==> src/acc_params.svh <==
`ifndef ACC_PARAMS_SVH
`define ACC_PARAMS_SVH

`define ACC_ADDR_CTRL0 8'h9b
`define ACC_ADDR_MODE0 8'h9d
`define ACC_ADDR_MUX0 8'h9f
`define ACC_ADDR_CTRL1 8'h9a
`define ACC_ADDR_MODE1 8'h9c
`define ACC_ADDR_MUX1 8'h9e

`define ACC_CTRL_ON_BIT 7
`define ACC_CTRL_RESULT_BIT 6
`define ACC_CTRL_RISE_BIT 5
`define ACC_CTRL_FALL_BIT 4
`define ACC_CTRL_PHYS_HI 3
`define ACC_CTRL_PHYS_LO 2
`define ACC_CTRL_NHYS_HI 1
`define ACC_CTRL_NHYS_LO 0

`define ACC_MODE_RIE_BIT 5
`define ACC_MODE_FIE_BIT 4
`define ACC_MODE_SPD_HI 1
`define ACC_MODE_SPD_LO 0

`define ACC_MUX_NSEL_HI 6
`define ACC_MUX_NSEL_LO 4
`define ACC_MUX_PSEL_HI 2
`define ACC_MUX_PSEL_LO 0

`define ACC_HYST_RESET 2'h0
`define ACC_SPEED_RESET 2'h2
`define ACC_SEL_RESET 3'h0
`define ACC_SEL_MAX_VALID 3'h4

`endif

==> src/acc_pkg.sv <==
package acc_pkg;

    typedef struct packed {
        logic wr;
        logic rd;
        logic [7:0] addr;
        logic [7:0] wdata;
    } acc_bus_req_t;

    typedef struct packed {
        logic on;
        logic [1:0] pos_hyst_sel;
        logic [1:0] neg_hyst_sel;
        logic [1:0] response_speed_sel;
        logic [2:0] pos_input_sel;
        logic [2:0] neg_input_sel;
        logic pos_valid;
        logic neg_valid;
    } acc_analog_cfg_t;

    typedef enum logic [1:0] {
        ACC_SYNC_IDLE = 2'b01,
        ACC_SYNC_RUN = 2'b10
    } acc_sync_state_t;

endpackage

==> src/acc_channel.sv <==
`include "acc_params.svh"

module acc_channel (
    input wire logic clk_sys_i,
    input wire logic rst_n_i,
    input wire logic raw_i,
    input wire logic on_i,
    input wire logic clr_rise_i,
    input wire logic clr_fall_i,
    output logic sync_o,
    output logic rise_flag_o,
    output logic fall_flag_o
);
    import acc_pkg::*;

    typedef struct packed {
        acc_sync_state_t st;
        logic s1;
        logic s2;
        logic s3;
        logic rise;
        logic fall;
    } acc_ch_state_t;

    acc_ch_state_t q;
    acc_ch_state_t next_q;

    always_comb begin
        next_q = q;
        // Only the second stage looks at the first stage.
        // Gating by the enable means powering up or down can look like an edge.
        next_q.s1 = raw_i & on_i;
        next_q.s2 = q.s1;
        next_q.s3 = q.s2;
        // Skip the first compare after reset, in the idle state, so reset values make no edge.
        case (q.st)
            ACC_SYNC_IDLE: begin
                next_q.st = ACC_SYNC_RUN;
            end
            ACC_SYNC_RUN: begin
                // Set wins over a clear in the same cycle.
                next_q.rise = (q.s2 & ~q.s3) | (q.rise & ~clr_rise_i);
                next_q.fall = (~q.s2 & q.s3) | (q.fall & ~clr_fall_i);
            end
            default: begin
                next_q.st = ACC_SYNC_IDLE;
            end
        endcase
    end

    always_ff @(posedge clk_sys_i or negedge rst_n_i) begin
        if (!rst_n_i) begin
            q <= '{st: ACC_SYNC_IDLE, default: 1'b0};
        end else begin
            q <= next_q;
        end
    end

    assign sync_o = q.s2;
    assign rise_flag_o = q.rise;
    assign fall_flag_o = q.fall;
endmodule

==> src/acc_top.sv <==
// Functional notes
// - Comparator powered only while comparator_on set.
// - Disabled: outputs low, supply cut.
// - Control bit 6 reads live result.
// - Falling edge sets fall_flag bit 4.
// - Rising edge sets rise_flag bit 5.
// - Flags stay set until software writes 0.
// - rise_irq_en gates rise_flag interrupt.
// - fall_irq_en gates fall_flag interrupt.
// - One interrupt per comparator, either edge.
// - Positive hysteresis select, control bits 3:2.
// - Negative hysteresis select, control bits 1:0.
// - Positive input select mux bits 2:0.
// - Negative input select mux bits 6:4.
// - Comparator zero at 0x9b, 0x9d, 0x9f.
// - Synchronised and raw outputs both offered.
// - Comparator zero exports reset and kill.
// - Spurious flags possible on power or mode.
// - Comparator one at 0x9a, 0x9c, 0x9e.
`include "acc_params.svh"

module acc_top (
    input wire logic clk_sys_i,
    input wire logic rst_n_i,
    input acc_pkg::acc_bus_req_t bus_i,
    output logic [7:0] rdata_o,
    output logic rvalid_o,
    input wire logic cmp_zero_raw_i,
    input wire logic cmp_one_raw_i,
    output acc_pkg::acc_analog_cfg_t cfg_zero_o,
    output acc_pkg::acc_analog_cfg_t cfg_one_o,
    output logic cmp_zero_async_o,
    output logic cmp_zero_sync_o,
    output logic cmp_one_async_o,
    output logic cmp_one_sync_o,
    output logic irq_zero_o,
    output logic irq_one_o,
    output logic reset_src_o,
    output logic counter_array_kill_o
);
    import acc_pkg::*;

    typedef struct packed {
        logic on;
        logic [1:0] phys;
        logic [1:0] nhys;
        logic rie;
        logic fie;
        logic [1:0] spd;
        logic [2:0] psel;
        logic [2:0] nsel;
    } acc_regs_t;

    typedef struct packed {
        acc_regs_t r0;
        acc_regs_t r1;
        logic [7:0] rdata;
        logic rvalid;
        logic irq0;
        logic irq1;
        logic async0;
        logic async1;
        logic sync0;
        logic sync1;
        acc_analog_cfg_t cfg0;
        acc_analog_cfg_t cfg1;
    } acc_top_state_t;

    acc_top_state_t q;
    acc_top_state_t next_q;

    logic sync0_w;
    logic sync1_w;
    logic rise0_w;
    logic fall0_w;
    logic rise1_w;
    logic fall1_w;
    logic clr_rise0;
    logic clr_fall0;
    logic clr_rise1;
    logic clr_fall1;
    logic wr_ctrl0;
    logic wr_ctrl1;

    function automatic acc_regs_t reg_write(input acc_regs_t r, input logic [7:0] addr,
                                            input logic [7:0] d, input logic [7:0] a_ctrl,
                                            input logic [7:0] a_mode, input logic [7:0] a_mux);
        acc_regs_t n;
        n = r;
        if (addr == a_ctrl) begin
            n.on = d[`ACC_CTRL_ON_BIT];
            n.phys = d[`ACC_CTRL_PHYS_HI:`ACC_CTRL_PHYS_LO];
            n.nhys = d[`ACC_CTRL_NHYS_HI:`ACC_CTRL_NHYS_LO];
        end
        if (addr == a_mode) begin
            n.rie = d[`ACC_MODE_RIE_BIT];
            n.fie = d[`ACC_MODE_FIE_BIT];
            n.spd = d[`ACC_MODE_SPD_HI:`ACC_MODE_SPD_LO];
        end
        if (addr == a_mux) begin
            n.psel = d[`ACC_MUX_PSEL_HI:`ACC_MUX_PSEL_LO];
            n.nsel = d[`ACC_MUX_NSEL_HI:`ACC_MUX_NSEL_LO];
        end
        return n;
    endfunction

    // Reserved bits are not stored and read as zero, so careless writes to them are harmless.
    function automatic logic [7:0] reg_read(input acc_regs_t r, input logic res,
                                            input logic rf, input logic ff,
                                            input logic [1:0] which);
        logic [7:0] v;
        v = 8'h00;
        case (which)
            2'd0: begin
                v[`ACC_CTRL_ON_BIT] = r.on;
                v[`ACC_CTRL_RESULT_BIT] = res;
                v[`ACC_CTRL_RISE_BIT] = rf;
                v[`ACC_CTRL_FALL_BIT] = ff;
                v[`ACC_CTRL_PHYS_HI:`ACC_CTRL_PHYS_LO] = r.phys;
                v[`ACC_CTRL_NHYS_HI:`ACC_CTRL_NHYS_LO] = r.nhys;
            end
            2'd1: begin
                v[`ACC_MODE_RIE_BIT] = r.rie;
                v[`ACC_MODE_FIE_BIT] = r.fie;
                v[`ACC_MODE_SPD_HI:`ACC_MODE_SPD_LO] = r.spd;
            end
            2'd2: begin
                v[`ACC_MUX_PSEL_HI:`ACC_MUX_PSEL_LO] = r.psel;
                v[`ACC_MUX_NSEL_HI:`ACC_MUX_NSEL_LO] = r.nsel;
            end
            default: begin
                v = 8'h00;
            end
        endcase
        return v;
    endfunction

    function automatic acc_analog_cfg_t make_cfg(input acc_regs_t r);
        acc_analog_cfg_t c;
        c.on = r.on;
        c.pos_hyst_sel = r.phys;
        c.neg_hyst_sel = r.nhys;
        c.response_speed_sel = r.spd;
        c.pos_input_sel = r.psel;
        c.neg_input_sel = r.nsel;
        // Reserved codes connect no channel.
        c.pos_valid = (r.psel <= `ACC_SEL_MAX_VALID);
        c.neg_valid = (r.nsel <= `ACC_SEL_MAX_VALID);
        return c;
    endfunction

    assign wr_ctrl0 = bus_i.wr && (bus_i.addr == `ACC_ADDR_CTRL0);
    assign wr_ctrl1 = bus_i.wr && (bus_i.addr == `ACC_ADDR_CTRL1);
    assign clr_rise0 = wr_ctrl0 && !bus_i.wdata[`ACC_CTRL_RISE_BIT];
    assign clr_fall0 = wr_ctrl0 && !bus_i.wdata[`ACC_CTRL_FALL_BIT];
    assign clr_rise1 = wr_ctrl1 && !bus_i.wdata[`ACC_CTRL_RISE_BIT];
    assign clr_fall1 = wr_ctrl1 && !bus_i.wdata[`ACC_CTRL_FALL_BIT];

    acc_channel u_ch0 (
        .clk_sys_i(clk_sys_i),
        .rst_n_i(rst_n_i),
        .raw_i(cmp_zero_raw_i),
        .on_i(q.r0.on),
        .clr_rise_i(clr_rise0),
        .clr_fall_i(clr_fall0),
        .sync_o(sync0_w),
        .rise_flag_o(rise0_w),
        .fall_flag_o(fall0_w)
    );

    acc_channel u_ch1 (
        .clk_sys_i(clk_sys_i),
        .rst_n_i(rst_n_i),
        .raw_i(cmp_one_raw_i),
        .on_i(q.r1.on),
        .clr_rise_i(clr_rise1),
        .clr_fall_i(clr_fall1),
        .sync_o(sync1_w),
        .rise_flag_o(rise1_w),
        .fall_flag_o(fall1_w)
    );

    always_comb begin
        next_q = q;
        next_q.rvalid = 1'b0;
        if (bus_i.wr) begin
            next_q.r0 = reg_write(q.r0, bus_i.addr, bus_i.wdata,
                                  `ACC_ADDR_CTRL0, `ACC_ADDR_MODE0, `ACC_ADDR_MUX0);
            next_q.r1 = reg_write(q.r1, bus_i.addr, bus_i.wdata,
                                  `ACC_ADDR_CTRL1, `ACC_ADDR_MODE1, `ACC_ADDR_MUX1);
        end
        if (bus_i.rd) begin
            next_q.rvalid = 1'b1;
            // The result bit reads the synchronised value, so it never samples a metastable level.
            case (bus_i.addr)
                `ACC_ADDR_CTRL0: next_q.rdata = reg_read(q.r0, sync0_w, rise0_w, fall0_w, 2'd0);
                `ACC_ADDR_MODE0: next_q.rdata = reg_read(q.r0, sync0_w, rise0_w, fall0_w, 2'd1);
                `ACC_ADDR_MUX0: next_q.rdata = reg_read(q.r0, sync0_w, rise0_w, fall0_w, 2'd2);
                `ACC_ADDR_CTRL1: next_q.rdata = reg_read(q.r1, sync1_w, rise1_w, fall1_w, 2'd0);
                `ACC_ADDR_MODE1: next_q.rdata = reg_read(q.r1, sync1_w, rise1_w, fall1_w, 2'd1);
                `ACC_ADDR_MUX1: next_q.rdata = reg_read(q.r1, sync1_w, rise1_w, fall1_w, 2'd2);
                default: next_q.rdata = 8'h00;
            endcase
        end
        next_q.irq0 = (rise0_w & q.r0.rie) | (fall0_w & q.r0.fie);
        next_q.irq1 = (rise1_w & q.r1.rie) | (fall1_w & q.r1.fie);
        // The raw copy is gated low while off; it lags the input by one register stage.
        next_q.async0 = cmp_zero_raw_i & q.r0.on;
        next_q.async1 = cmp_one_raw_i & q.r1.on;
        next_q.sync0 = sync0_w & q.r0.on;
        next_q.sync1 = sync1_w & q.r1.on;
        next_q.cfg0 = make_cfg(q.r0);
        next_q.cfg1 = make_cfg(q.r1);
    end

    always_ff @(posedge clk_sys_i or negedge rst_n_i) begin
        if (!rst_n_i) begin
            q <= '0;
            q.r0.spd <= `ACC_SPEED_RESET;
            q.r1.spd <= `ACC_SPEED_RESET;
            q.cfg0.response_speed_sel <= `ACC_SPEED_RESET;
            q.cfg1.response_speed_sel <= `ACC_SPEED_RESET;
            q.cfg0.pos_valid <= 1'b1;
            q.cfg0.neg_valid <= 1'b1;
            q.cfg1.pos_valid <= 1'b1;
            q.cfg1.neg_valid <= 1'b1;
        end else begin
            q <= next_q;
        end
    end

    assign rdata_o = q.rdata;
    assign rvalid_o = q.rvalid;
    assign cfg_zero_o = q.cfg0;
    assign cfg_one_o = q.cfg1;
    assign cmp_zero_async_o = q.async0;
    assign cmp_zero_sync_o = q.sync0;
    assign cmp_one_async_o = q.async1;
    assign cmp_one_sync_o = q.sync1;
    assign irq_zero_o = q.irq0;
    assign irq_one_o = q.irq1;
    assign reset_src_o = q.sync0;
    assign counter_array_kill_o = q.sync0;
endmodule

==> config.mk <==
export PLATFORM = sky130hd
export DESIGN_NAME = acc_top
export DESIGN_NICKNAME = d
export VERILOG_FILES = /design/src/acc_pkg.sv /design/src/acc_channel.sv /design/src/acc_top.sv
export VERILOG_INCLUDE_DIRS = /design/src
export SDC_FILE = /design/constraint.sdc
export NUM_CORES = 1
export LEC_CHECK = 0
export ABC_CLOCK_PERIOD_IN_PS = 1100
export BUFFER_PORTS_ARGS = -buffer_cell sky130_fd_sc_hd__buf_2
export CORE_UTILIZATION = 49
export DETAILED_ROUTE_END_ITERATION = 10
export PLACE_DENSITY_LB_ADDON = 0.3
export SYNTH_ARGS = -nofsm -noshare
export SYNTH_HDL_FRONTEND = slang
export SYNTH_SLANG_ARGS = --single-unit
==> constraint.sdc <==
create_clock -name clk_sys_i -period 1.1 [get_ports clk_sys_i]
set_input_delay 0.165 -clock clk_sys_i [delete_from_list [all_inputs] [get_ports clk_sys_i]]
set_output_delay 0.165 -clock clk_sys_i [all_outputs]
set_load 0.01 [all_outputs]
==> results of run 1 <==
==> stage by stage <==
stage                     setup TNS (ps)  instances  worst slack [ps]  power (µW)
final                              -1950        425              -139        6140
after global placement            -13510        405              -465        3950
after global routing               -2680        425              -191        6410
after detailed placement          -14690        405              -506        3960
after CTS                          -1690        421              -113        6190
after floorplan                    -9090        257              -413        3720
==> cell families after synthesis <==
logic type | after synthesis
flops | 87
buf+inv | 53
mux | 41
simple gates | 39
compound gates | 35
xor+xnor | 2
==> sequential cells by signal (all words and copies together) (netlist names), 3 cells and up <==
name / flops
q: 4
cfg_zero_o: 15
rdata_o: 8
u_ch1.q: 3
next_q: 26
u_ch0.q: 3
cfg_one_o: 15
==> critical path: stages <==
cell and delay (ps):
buf_6 90, and3b_2 260, and4b_2 270, buf_4 140, nand4b_1 210, mux2_2 340
==> per-layer routing <==
layer | vias to the layer above | track usage (%) | part of all wire, %
li1 | 991 | - | -
met1 | 1054 | 28.3 | 46
met2 | 57 | 28.9 | 47
met3 | 11 | 5.81 | 4.9
met4 | 0 | 7.27 | 1.7
met5 | - | 0 | 0
==> Yosys cell counts, types with 3 or more instances <==
| library cell | instances | area share (%) |
|---|---|---|
| buf_4 | 40 | 8.5 |
| dfstp_2 | 10 | 7.5 |
| clkbuf_1 | 3 | 0.32 |
| mux2_4 | 6 | 2.6 |
| o21ai_0 | 10 | 1.4 |
| mux2_2 | 27 | 8.6 |
| a22o_1 | 4 | 0.99 |
| o31ai_1 | 5 | 1.1 |
| dfrtp_1 | 77 | 55 |
| a21oi_1 | 10 | 1.4 |
| nand2_1 | 7 | 0.75 |
| nand3_1 | 6 | 0.85 |
| inv_1 | 4 | 0.43 |
| mux2i_1 | 6 | 1.7 |
| and2_1 | 5 | 0.89 |
| nand2b_1 | 4 | 0.71 |
| a31oi_1 | 3 | 0.53 |
| nor2_1 | 6 | 0.64 |
==> path summary, 6_finish.rpt <==
path                       depth (start not counted)              end            start
max                                                6            q[69]        bus_i[14]
min                                                2  u_ch0.next_q[3]   cmp_zero_raw_i
max reg2reg                                        3       rdata_o[4]       next_q[17]
min reg2reg                                        0     u_ch0.sync_o  u_ch0.next_q[3]
max in group asynchronous                          3       u_ch0.q[5]          rst_n_i
min in group asynchronous                          2    cfg_one_o[13]          rst_n_i
==> power breakdown <==
part	switching, µW	leakage [µW]	internal [µW]
clock	1050	0.0000985	1160
sequential	69.2	0.00113	3330
combinational	272	0.000925	256
total	1400	0.00216	4740
==> cell type report <==
class / instances / area, µm²
Sequential cell: 87 / 2190
Timing Repair Buffer: 105 / 711
Multi-Input combinational cell: 117 / 1030
Clock inverter: 3 / 42.5
Inverter: 5 / 18.8
Clock buffer: 12 / 155
Tap cell: 96 / 120
Fill cell: 551 / 2600
==> what timing repair did <==
action                                 4_1_cts  5_1_grt
hold buffers                                 1        0
setup endpoints to repair                   29       33
endpoints found under the hold margin       77        0
setup buffers                                0        4
pin swaps                                    2        8
gates resized for setup                      9       16
==> impl_metrics.json, run 1 <==
{
  "initial_utilization_pct": 51.3,
  "cts-root-buf": "clkbuf_8",
  "synth_area_per_cell_um2": 13.7,
  "timing.final.setup_violations": 27,
  "timing.final.ws_setup_ps": -139,
  "clk_latency_ps": 350,
  "synth_fp_nets": 279,
  "htree_levels": 3,
  "globalRouteTotalUtil_pct": 19.8,
  "cellPowerDensity_mw_per_mm2": 1440,
  "n_antenna_cell": 0,
  "avgRoutedWirePerCell_um": 15.6,
  "hold_class": "in -> reg",
  "fin_nets": 347,
  "max-vdd-ir-drop_mv": 0.804,
  "final_max_tran_viols": 0,
  "synthesis.instances": 257,
  "cts.path.max_buffers": 2,
  "synth_xor_area_share_pct": 0.497,
  "placement_rows": 30,
  "first_pass_iters": 4,
  "chip_height_um": 86.8,
  "maxCapViolations": 0,
  "finish.utilization_pct": 62.1,
  "cts.sinks": 87,
  "fin_worst_hold_slack_ps": 22.2,
  "worst_ep_arrival_time_ps": 1480,
  "setup_slack_of_the_worst_register_to_register_path_ps": -110,
  "critical_path.startpoint_type": "input pin",
  "portBuffers": 68,
  "critical_path.max_fanout": 4,
  "floorplan.io_pins": 69,
  "synth_area_mm2": 0.00352,
  "synth_top_family_by_area": "multiplexers",
  "synth_compound_area_share_pct": 6.14,
  "min_period_over_period_pct": 113,
  "synth_async_sr_flop_share_pct": 100,
  "mostFrequentLayoutCells": "dfrtp_1, buf_2, buf_4",
  "gp_congestion": 0.828,
  "grt_first_pass_wirelength_mm": 11.0,
  "cp-end-kind": "flop",
  "grt_antenna_before_repair": 0,
  "time_the_worst_path_needs_with_i_o_delays_and_setup_ps": 1240,
  "post_synth_and_or_nand_nor_area_fraction_pct": 6.67,
  "seq_area_frac_synth_pct": 62.1,
  "postPlaceCellArea_mm2": 0.00391,
  "final_hold_viol_count": 0,
  "worst-slew-pin-transition_ps": 314,
  "yosys_most_used_dff": "dfrtp_1",
  "relSlewSlack_pct": 79.0,
  "floorplan.die_area_mm2": 0.00754,
  "final_cell_area_mm2": 0.00427,
  "vias_per_cell": 4.97,
  "dr.first_iter.drc_count": 121,
  "critPathRequiredTime_ps": 1340,
  "drc": 0,
  "path_clk_slew_ps": 80,
  "setup_repair_after_global_routing_missed_its_margin": "true",
  "yosys_warnings": 0,
  "clock_tree_from_tritoncts": "built",
  "criticalPathCategory": "in -> reg",
  "result_of_the_run": "complete, but fails checks",
  "cts_made_buffers": 9,
  "postSynthRegisterBits": 87,
  "vias": 2113,
  "routed_wirelength_mm": 6.64,
  "cell_variety_after_synth": 33,
  "die_x_um": 86.8,
  "grt_start_max_net_pins": 38,
  "core_mm2": 0.00687,
  "clock.fmax_mhz": 807,
  "worst_clock_skew_ps": 10.0,
  "flow.area_growth_from_synthesis_pct": 21.1,
  "globalRoute.totalOverflow": 0,
  "synth-edff-count": 0,
  "first_global_vias": 2096,
  "synth.mux.area_fraction_pct": 14.2,
  "final_layout_size_suffix_gt1_share_pct": 53.2,
  "mostFrequentLayoutCell": "dfrtp_1",
  "detail-route-antenna-nets": 0,
  "post_synth_fa_ha_maj_area_fraction_pct": 0,
  "cell_leakage_power_uw": 0.00216,
  "violated_checks": "negative setup slack",
  "hpwlAfterDp_mm": 4.68
}
Note: power is estimated with default switching activity, not from simulation.
==> run 2, diff against run 1 <==
--- a/config.mk
+++ b/config.mk
@@ -10,7 +10,7 @@
 export BUFFER_PORTS_ARGS = -buffer_cell sky130_fd_sc_hd__buf_2
 export CORE_UTILIZATION = 49
 export DETAILED_ROUTE_END_ITERATION = 10
-export PLACE_DENSITY_LB_ADDON = 0.3
+export PLACE_DENSITY_LB_ADDON = 0.12
 export SYNTH_ARGS = -nofsm -noshare
 export SYNTH_HDL_FRONTEND = slang
 export SYNTH_SLANG_ARGS = --single-unit
==> run 2 against run 1 <==
Against the previous run:
- the run still ends with negative setup slack left
- sequential power about the same
- design area is 0.47% lower
- total power fell by 1.0%
- critical endpoint is now rdata_o[4]
- largest cell class unchanged
- wire length rose by 0.75%
- largest power group unchanged
==> impl_metrics.json, run 2 (synthesis results as in run 1) <==
{
  "avgRoutedWirePerCell_um": 15.6,
  "violated_checks": "negative setup slack",
  "result_of_the_run": "complete, but fails checks",
  "portBuffers": 68,
  "area_of_the_multi_input_gates_mm2": 0.00101,
  "floorplan.io_pins": 69,
  "globalRouteTotalUtil_pct": 20.1,
  "timing.final.ws_setup_ps": -126,
  "r2r-start": "next_q[17]",
  "core_mm2": 0.00687,
  "min_period_over_period_pct": 111,
  "fillCellCount": 575,
  "dr.first_iter.drc_count": 76,
  "gp_congestion": 0.771,
  "setup_slack_of_the_worst_register_to_register_path_ps": -130,
  "finish.utilization_pct": 61.8,
  "power_frac_seq_pct": 55.9,
  "dp_worst_setup_slack_ps": -427,
  "globalRoute.totalOverflow": 0,
  "htree_levels": 3,
  "mostFrequentLayoutCells": "dfrtp_1, buf_2, buf_4",
  "internal-power_uw": 4700,
  "clk_latency_ps": 350,
  "routed_wirelength_mm": 6.69,
  "maxCapViolations": 0,
  "initial_utilization_pct": 51.3,
  "hpwlAfterDp_mm": 4.83,
  "cts.sinks": 87,
  "first_pass_iters": 4,
  "relSlewSlack_pct": 78.8,
  "first_global_vias": 2105,
  "final_layout_size_suffix_gt1_share_pct": 51.5,
  "die_x_um": 86.8,
  "clock_tree_from_tritoncts": "built",
  "p_comb_share_pct": 8.6,
  "switching_share_pct": 22.7,
  "flow.area_growth_from_synthesis_pct": 20.5,
  "detail-route-antenna-nets": 0,
  "fin_worst_hold_slack_ps": 28.2,
  "power.switching_uw": 1380,
  "critical_path.max_fanout": 2,
  "vias": 2120,
  "setup_repair_after_global_routing_missed_its_margin": "true",
  "max-vdd-ir-drop_mv": 0.700,
  "clock.fmax_mhz": 816,
  "chip_height_um": 86.8,
  "critPathRequiredTime_ps": 1340,
  "setup_total_negative_slack_ps": -627,
  "cts.path.max_buffers": 2,
  "cells_on_worst_reg2reg_path": 3,
  "critPathTopFamily": "multiplexers",
  "cp.buffers_inverters": 0,
  "cts_made_buffers": 9,
  "worst_hold_path.num_cells": 2,
  "final_max_tran_viols": 0,
  "mostFrequentLayoutCell": "dfrtp_1",
  "crit_reg_reg_endpoint": "rdata_o[4]",
  "critical_path.cell_chain": "mux4_2, a21oi_2, o2bb2ai_1",
  "grt_antenna_before_repair": 0,
  "critical_path.startpoint_type": "flop",
  "fin_nets": 349,
  "criticalPathCategory": "reg -> reg",
  "max_stage_delay_ps": 490,
  "cp-end-kind": "flop",
  "min_from": "cmp_zero_raw_i",
  "critPathSlowestCell": "mux4_2",
  "cell_leakage_power_uw": 0.00216,
  "post-cts-setup-buffers": 0,
  "cts-root-buf": "clkbuf_8",
  "worst-slew-pin-transition_ps": 316,
  "grt_first_pass_wirelength_mm": 10.8,
  "timing.final.setup_violations": 17,
  "cellPowerDensity_mw_per_mm2": 1430,
  "power.clock.fraction_pct": 35.5,
  "sequential_cell_area_mm2": 0.00219,
  "n_antenna_cell": 0,
  "placement_rows": 30,
  "drc": 0,
  "largest_register_ff_count": 26,
  "time_the_worst_path_needs_with_i_o_delays_and_setup_ps": 1230,
  "grt_start_max_net_pins": 37,
  "path_clk_slew_ps": 80,
  "floorplan.die_area_mm2": 0.00754,
  "worst_ep_arrival_time_ps": 1460,
  "worst_clock_skew_ps": 5.94,
  "final_hold_viol_count": 0,
  "hold_class": "in -> reg",
  "min_to": "u_ch0.next_q[3]",
  "vias_per_cell": 4.95
}
run 2: changes by cell type in the layout (fill, tap and decap cells not counted), sizes merged:
cell	before	now
buf	104	106
clkbuf	12	13
run 2: repair_timing:
action / in CTS / in global routing
resized for setup: 9 / 8
hold endpoints to repair: 46 / 0
hold buffers: 1 / 0
pin swaps: 1 / 1
endpoints found under the setup margin: 19 / 26
run 2: worst max-delay path by stage:
stage               cells after the start    endpoint        from  slack [ps]
global placement                        6  next_q[18]   bus_i[14]        -400
global route                            3  rdata_o[4]  next_q[17]        -150
floorplan                               7   next_q[2]   bus_i[14]        -410
CTS                                     3  rdata_o[4]  next_q[17]        -120
finish                                  3  rdata_o[4]  next_q[17]        -130
detailed placement                      6  next_q[21]   bus_i[14]        -430
run 2: through the flow:
| stage | cell area (µm²) | total power (µW) | cells |
|---|---|---|---|
| finish | 4250 | 6080 | 428 |
| global route | 4250 | 6350 | 428 |
| CTS | 4210 | 6160 | 428 |
| detailed placement | 3950 | 3970 | 411 |
| global placement | 3950 | 3970 | 411 |
| floorplan | 3540 | 3720 | 257 |
run 2: area by class of cell:
class                   count  area share [%]
clock inverters             3            1.00
multi-input cells         117            23.7
repair buffers            107            17.0
flip-flops and latches     87            51.5
inverters                   5           0.442
clock buffers              13            3.51
well taps                  96            2.83
run 2: power groups by stage:
stage | Sequential, µW | Combinational (µW) | Clock [µW]
2_1_floorplan | 3450 | 274 | 0
4_1_cts | 3400 | 529 | 2230
6_report | 3400 | 523 | 2160
3_5_place_dp | 3460 | 515 | 0
5_1_grt | 3410 | 580 | 2360
3_3_place_gp | 3460 | 509 | 0
run 2: per-layer routing:
layer	vias up	share of wire [%]	global-route usage [%]
met1	1055	46	26.3
met4	0	1.5	8.64
met2	56	48	31.9
li1	1000	-	-
met5	-	0	0
met3	9	3.9	5.14
==> run 3, diff against run 2 <==
--- a/config.mk
+++ b/config.mk
@@ -8,9 +8,10 @@
 export LEC_CHECK = 0
 export ABC_CLOCK_PERIOD_IN_PS = 1100
 export BUFFER_PORTS_ARGS = -buffer_cell sky130_fd_sc_hd__buf_2
-export CORE_UTILIZATION = 49
+export CORE_UTILIZATION = 50
 export DETAILED_ROUTE_END_ITERATION = 10
 export PLACE_DENSITY_LB_ADDON = 0.12
 export SYNTH_ARGS = -nofsm -noshare
 export SYNTH_HDL_FRONTEND = slang
+export SYNTH_HIERARCHICAL = 1
 export SYNTH_SLANG_ARGS = --single-unit
==> run 3 against run 2 <==
Against the previous run:
- the run still ends with negative setup slack left
- fmax decreased by 5.0%
- synthesized cell count fell by 0.39%
- critical path depth unchanged
- design area rose by 11%
- combinational power rose by 38%
- largest power group unchanged
==> impl_metrics.json, run 3 <==
{
  "criticalPathCategory": "reg -> reg",
  "final_layout_size_suffix_gt1_share_pct": 58.5,
  "timing.final.setup_violations": 12,
  "use_met1_pct": 29.5,
  "worst_hold_path.num_cells": 2,
  "path_clk_slew_ps": 90,
  "postPlaceCellArea_mm2": 0.00432,
  "routed_wirelength_mm": 7.17,
  "final_max_tran_viols": 0,
  "clk_latency_ps": 370,
  "placement_rows": 30,
  "result_of_the_run": "complete, but fails checks",
  "yosys_most_used_dff": "dfrtp_1",
  "maxCapViolations": 0,
  "globalRoute.totalOverflow": 0,
  "avgRoutedWirePerCell_um": 15.8,
  "worst_clock_skew_ps": 12.3,
  "yosys-top-cells-area": "dfrtp_1, mux2_2, buf_4, dfstp_2, mux4_2",
  "cellPowerDensity_mw_per_mm2": 1530,
  "synth_area_mm2": 0.00368,
  "core_mm2": 0.00694,
  "floorplan.die_area_mm2": 0.00771,
  "time_the_worst_path_needs_with_i_o_delays_and_setup_ps": 1290,
  "drc": 0,
  "cell_variety_after_synth": 35,
  "n_antenna_cell": 0,
  "vias_per_cell": 5.04,
  "critical_path.max_fanout": 2,
  "cts.path.max_buffers": 2,
  "cts-root-buf": "clkbuf_8",
  "seq_area_frac_synth_pct": 60.9,
  "clock.fmax_mhz": 775,
  "first_pass_iters": 4,
  "largest_register_ff_count": 26,
  "postSynthRegisterBits": 89,
  "fin_worst_hold_slack_ps": 19.9,
  "clock_tree_from_tritoncts": "built",
  "hold_class": "in -> reg",
  "synth-edff-count": 0,
  "use_met2_pct": 31.9,
  "grt_start_max_net_pins": 26,
  "cells_on_worst_reg2reg_path": 3,
  "grt_first_pass_wirelength_mm": 11.7,
  "cell_leakage_power_uw": 0.00244,
  "final_cell_area_mm2": 0.00472,
  "max-vdd-ir-drop_mv": 0.784,
  "cp-end-kind": "flop",
  "synth.largest_area_cell": "dfrtp_1",
  "synth_area_per_cell_um2": 14.4,
  "grt_antenna_before_repair": 0,
  "globalRouteTotalUtil_pct": 21.1,
  "cts_made_buffers": 9,
  "setup_total_negative_slack_ps": -1140,
  "critical_path.startpoint_type": "flop",
  "timing.final.ws_setup_ps": -190,
  "worst-slew-pin-transition_ps": 385,
  "violated_checks": "negative setup slack",
  "min_period_over_period_pct": 117,
  "vias": 2281,
  "synth_async_sr_flop_share_pct": 100,
  "gp_congestion": 0.766,
  "synth.most_common_cell": "dfrtp_1",
  "dr.first_iter.drc_count": 99,
  "flow.area_growth_from_synthesis_pct": 28.2,
  "initial_utilization_pct": 53.0,
  "die_x_um": 87.8,
  "portBuffers": 68,
  "floorplan.io_pins": 69,
  "globalRoute.busiestLayer": "met2",
  "fin_nets": 374,
  "mostFrequentLayoutCell": "dfrtp_1",
  "routing_usage_on_met3_pct": 3.86,
  "htree_levels": 3,
  "detail-route-antenna-nets": 0,
  "yosys_warnings": 6,
  "synth_top_cells_by_count": "dfrtp_1, buf_4, mux2_2",
  "worst_ep_arrival_time_ps": 1530,
  "hpwlAfterDp_mm": 5.14,
  "chip_height_um": 87.8,
  "post-synth-top-area-fraction_pct": 53.7,
  "synth_fp_nets": 278,
  "critPathRequiredTime_ps": 1340,
  "relSlewSlack_pct": 74.3,
  "setup_repair_after_global_routing_missed_its_margin": "true",
  "cts.sinks": 89,
  "mostFrequentLayoutCells": "dfrtp_1, buf_4, buf_2",
  "final_hold_viol_count": 0,
  "synthesis.instances": 256,
  "first_global_vias": 2266
}
-- run 3: cell count changes after synthesis, moves of 5 or more --
cell / previous run / this run
a21oi_1: 10 / 0
inv_1: 4 / 14
mux2_2: 27 / 34
mux2_4: 6 / 0
nand3_1: 6 / 1
nand3b_1: 0 / 6
o31ai_1: 5 / 0
-- run 3: layout make-up --
cell class / count / area (µm²)
sequential: 89 / 2240
fill: 509 / 2230
multi-input combinational: 105 / 1090
timing repair buffer: 133 / 937
clock buffer: 10 / 138
clock inverter: 6 / 138
tap: 96 / 120
inverter: 14 / 52.6
-- run 3: critical path, cell delays in order, from the launching register on --
cell and delay, ps:
dfrtp_1 400, mux4_2 480, a32oi_1 210, o22ai_1 90
-- run 3: cell families (layout without fill, tap and decap cells) --
family	after synthesis	count (layout)	synth area share, %
AOI/OAI and AO/OA	22	22	4.49
muxes	42	42	14.6
xor gates and xnor gates	2	2	0.476
buffers and inverters	62	163	11.2
DFF	89	89	60.9
and+or+nand+nor	39	39	8.36
-- run 3: final timing paths --
check | from | end | slack [ps]
max | next_q[2] | rdata_o[4] | -190
min | cmp_one_raw_i | cmp_one_async_o | 20
max reg2reg | next_q[2] | rdata_o[4] | -190
min reg2reg | u_ch0/next_q[3] | u_ch0/sync_o | 340
max in group asynchronous | rst_n_i | next_q[9] | 320
min in group asynchronous | rst_n_i | next_q[26] | 250
-- run 3: routing by layer --
metal	vias to the layer above	share of wire [%]
met2	69	47
met1	1148	47
li1	1052	-
met4	0	1.9
met5	-	0
met3	12	4.7
-- run 3: power by group --
| group | internal, µW | switching (µW) | total (µW) |
|---|---|---|---|
| logic | 403 | 319 | 722 |
| registers | 3440 | 92.6 | 3530 |
| clock network | 1810 | 1150 | 2960 |
| total | 5660 | 1560 | 7210 |
-- run 3: per-stage QoR --
stage | instances | worst slack [ps] | util (%) | power, µW
after floorplan | 256 | -152 | - | 3930
after global placement | 429 | -344 | 62.2 | 4280
after detailed placement | 429 | -374 | 62.2 | 4290
after CTS | 448 | -205 | 67.1 | 7280
after global routing | 453 | -275 | 67.9 | 7500
final | 453 | -190 | 67.9 | 7210
-- run 3: repair_timing --
| action | CTS | global route |
|---|---|---|
| gates resized for setup | 7 | 6 |
| hold buffers | 1 | 0 |
| setup buffers | 2 | 5 |
| pin swaps | 5 | 3 |
| endpoints found under the hold margin | 18 | 0 |
| setup endpoints to repair | 12 | 23 |
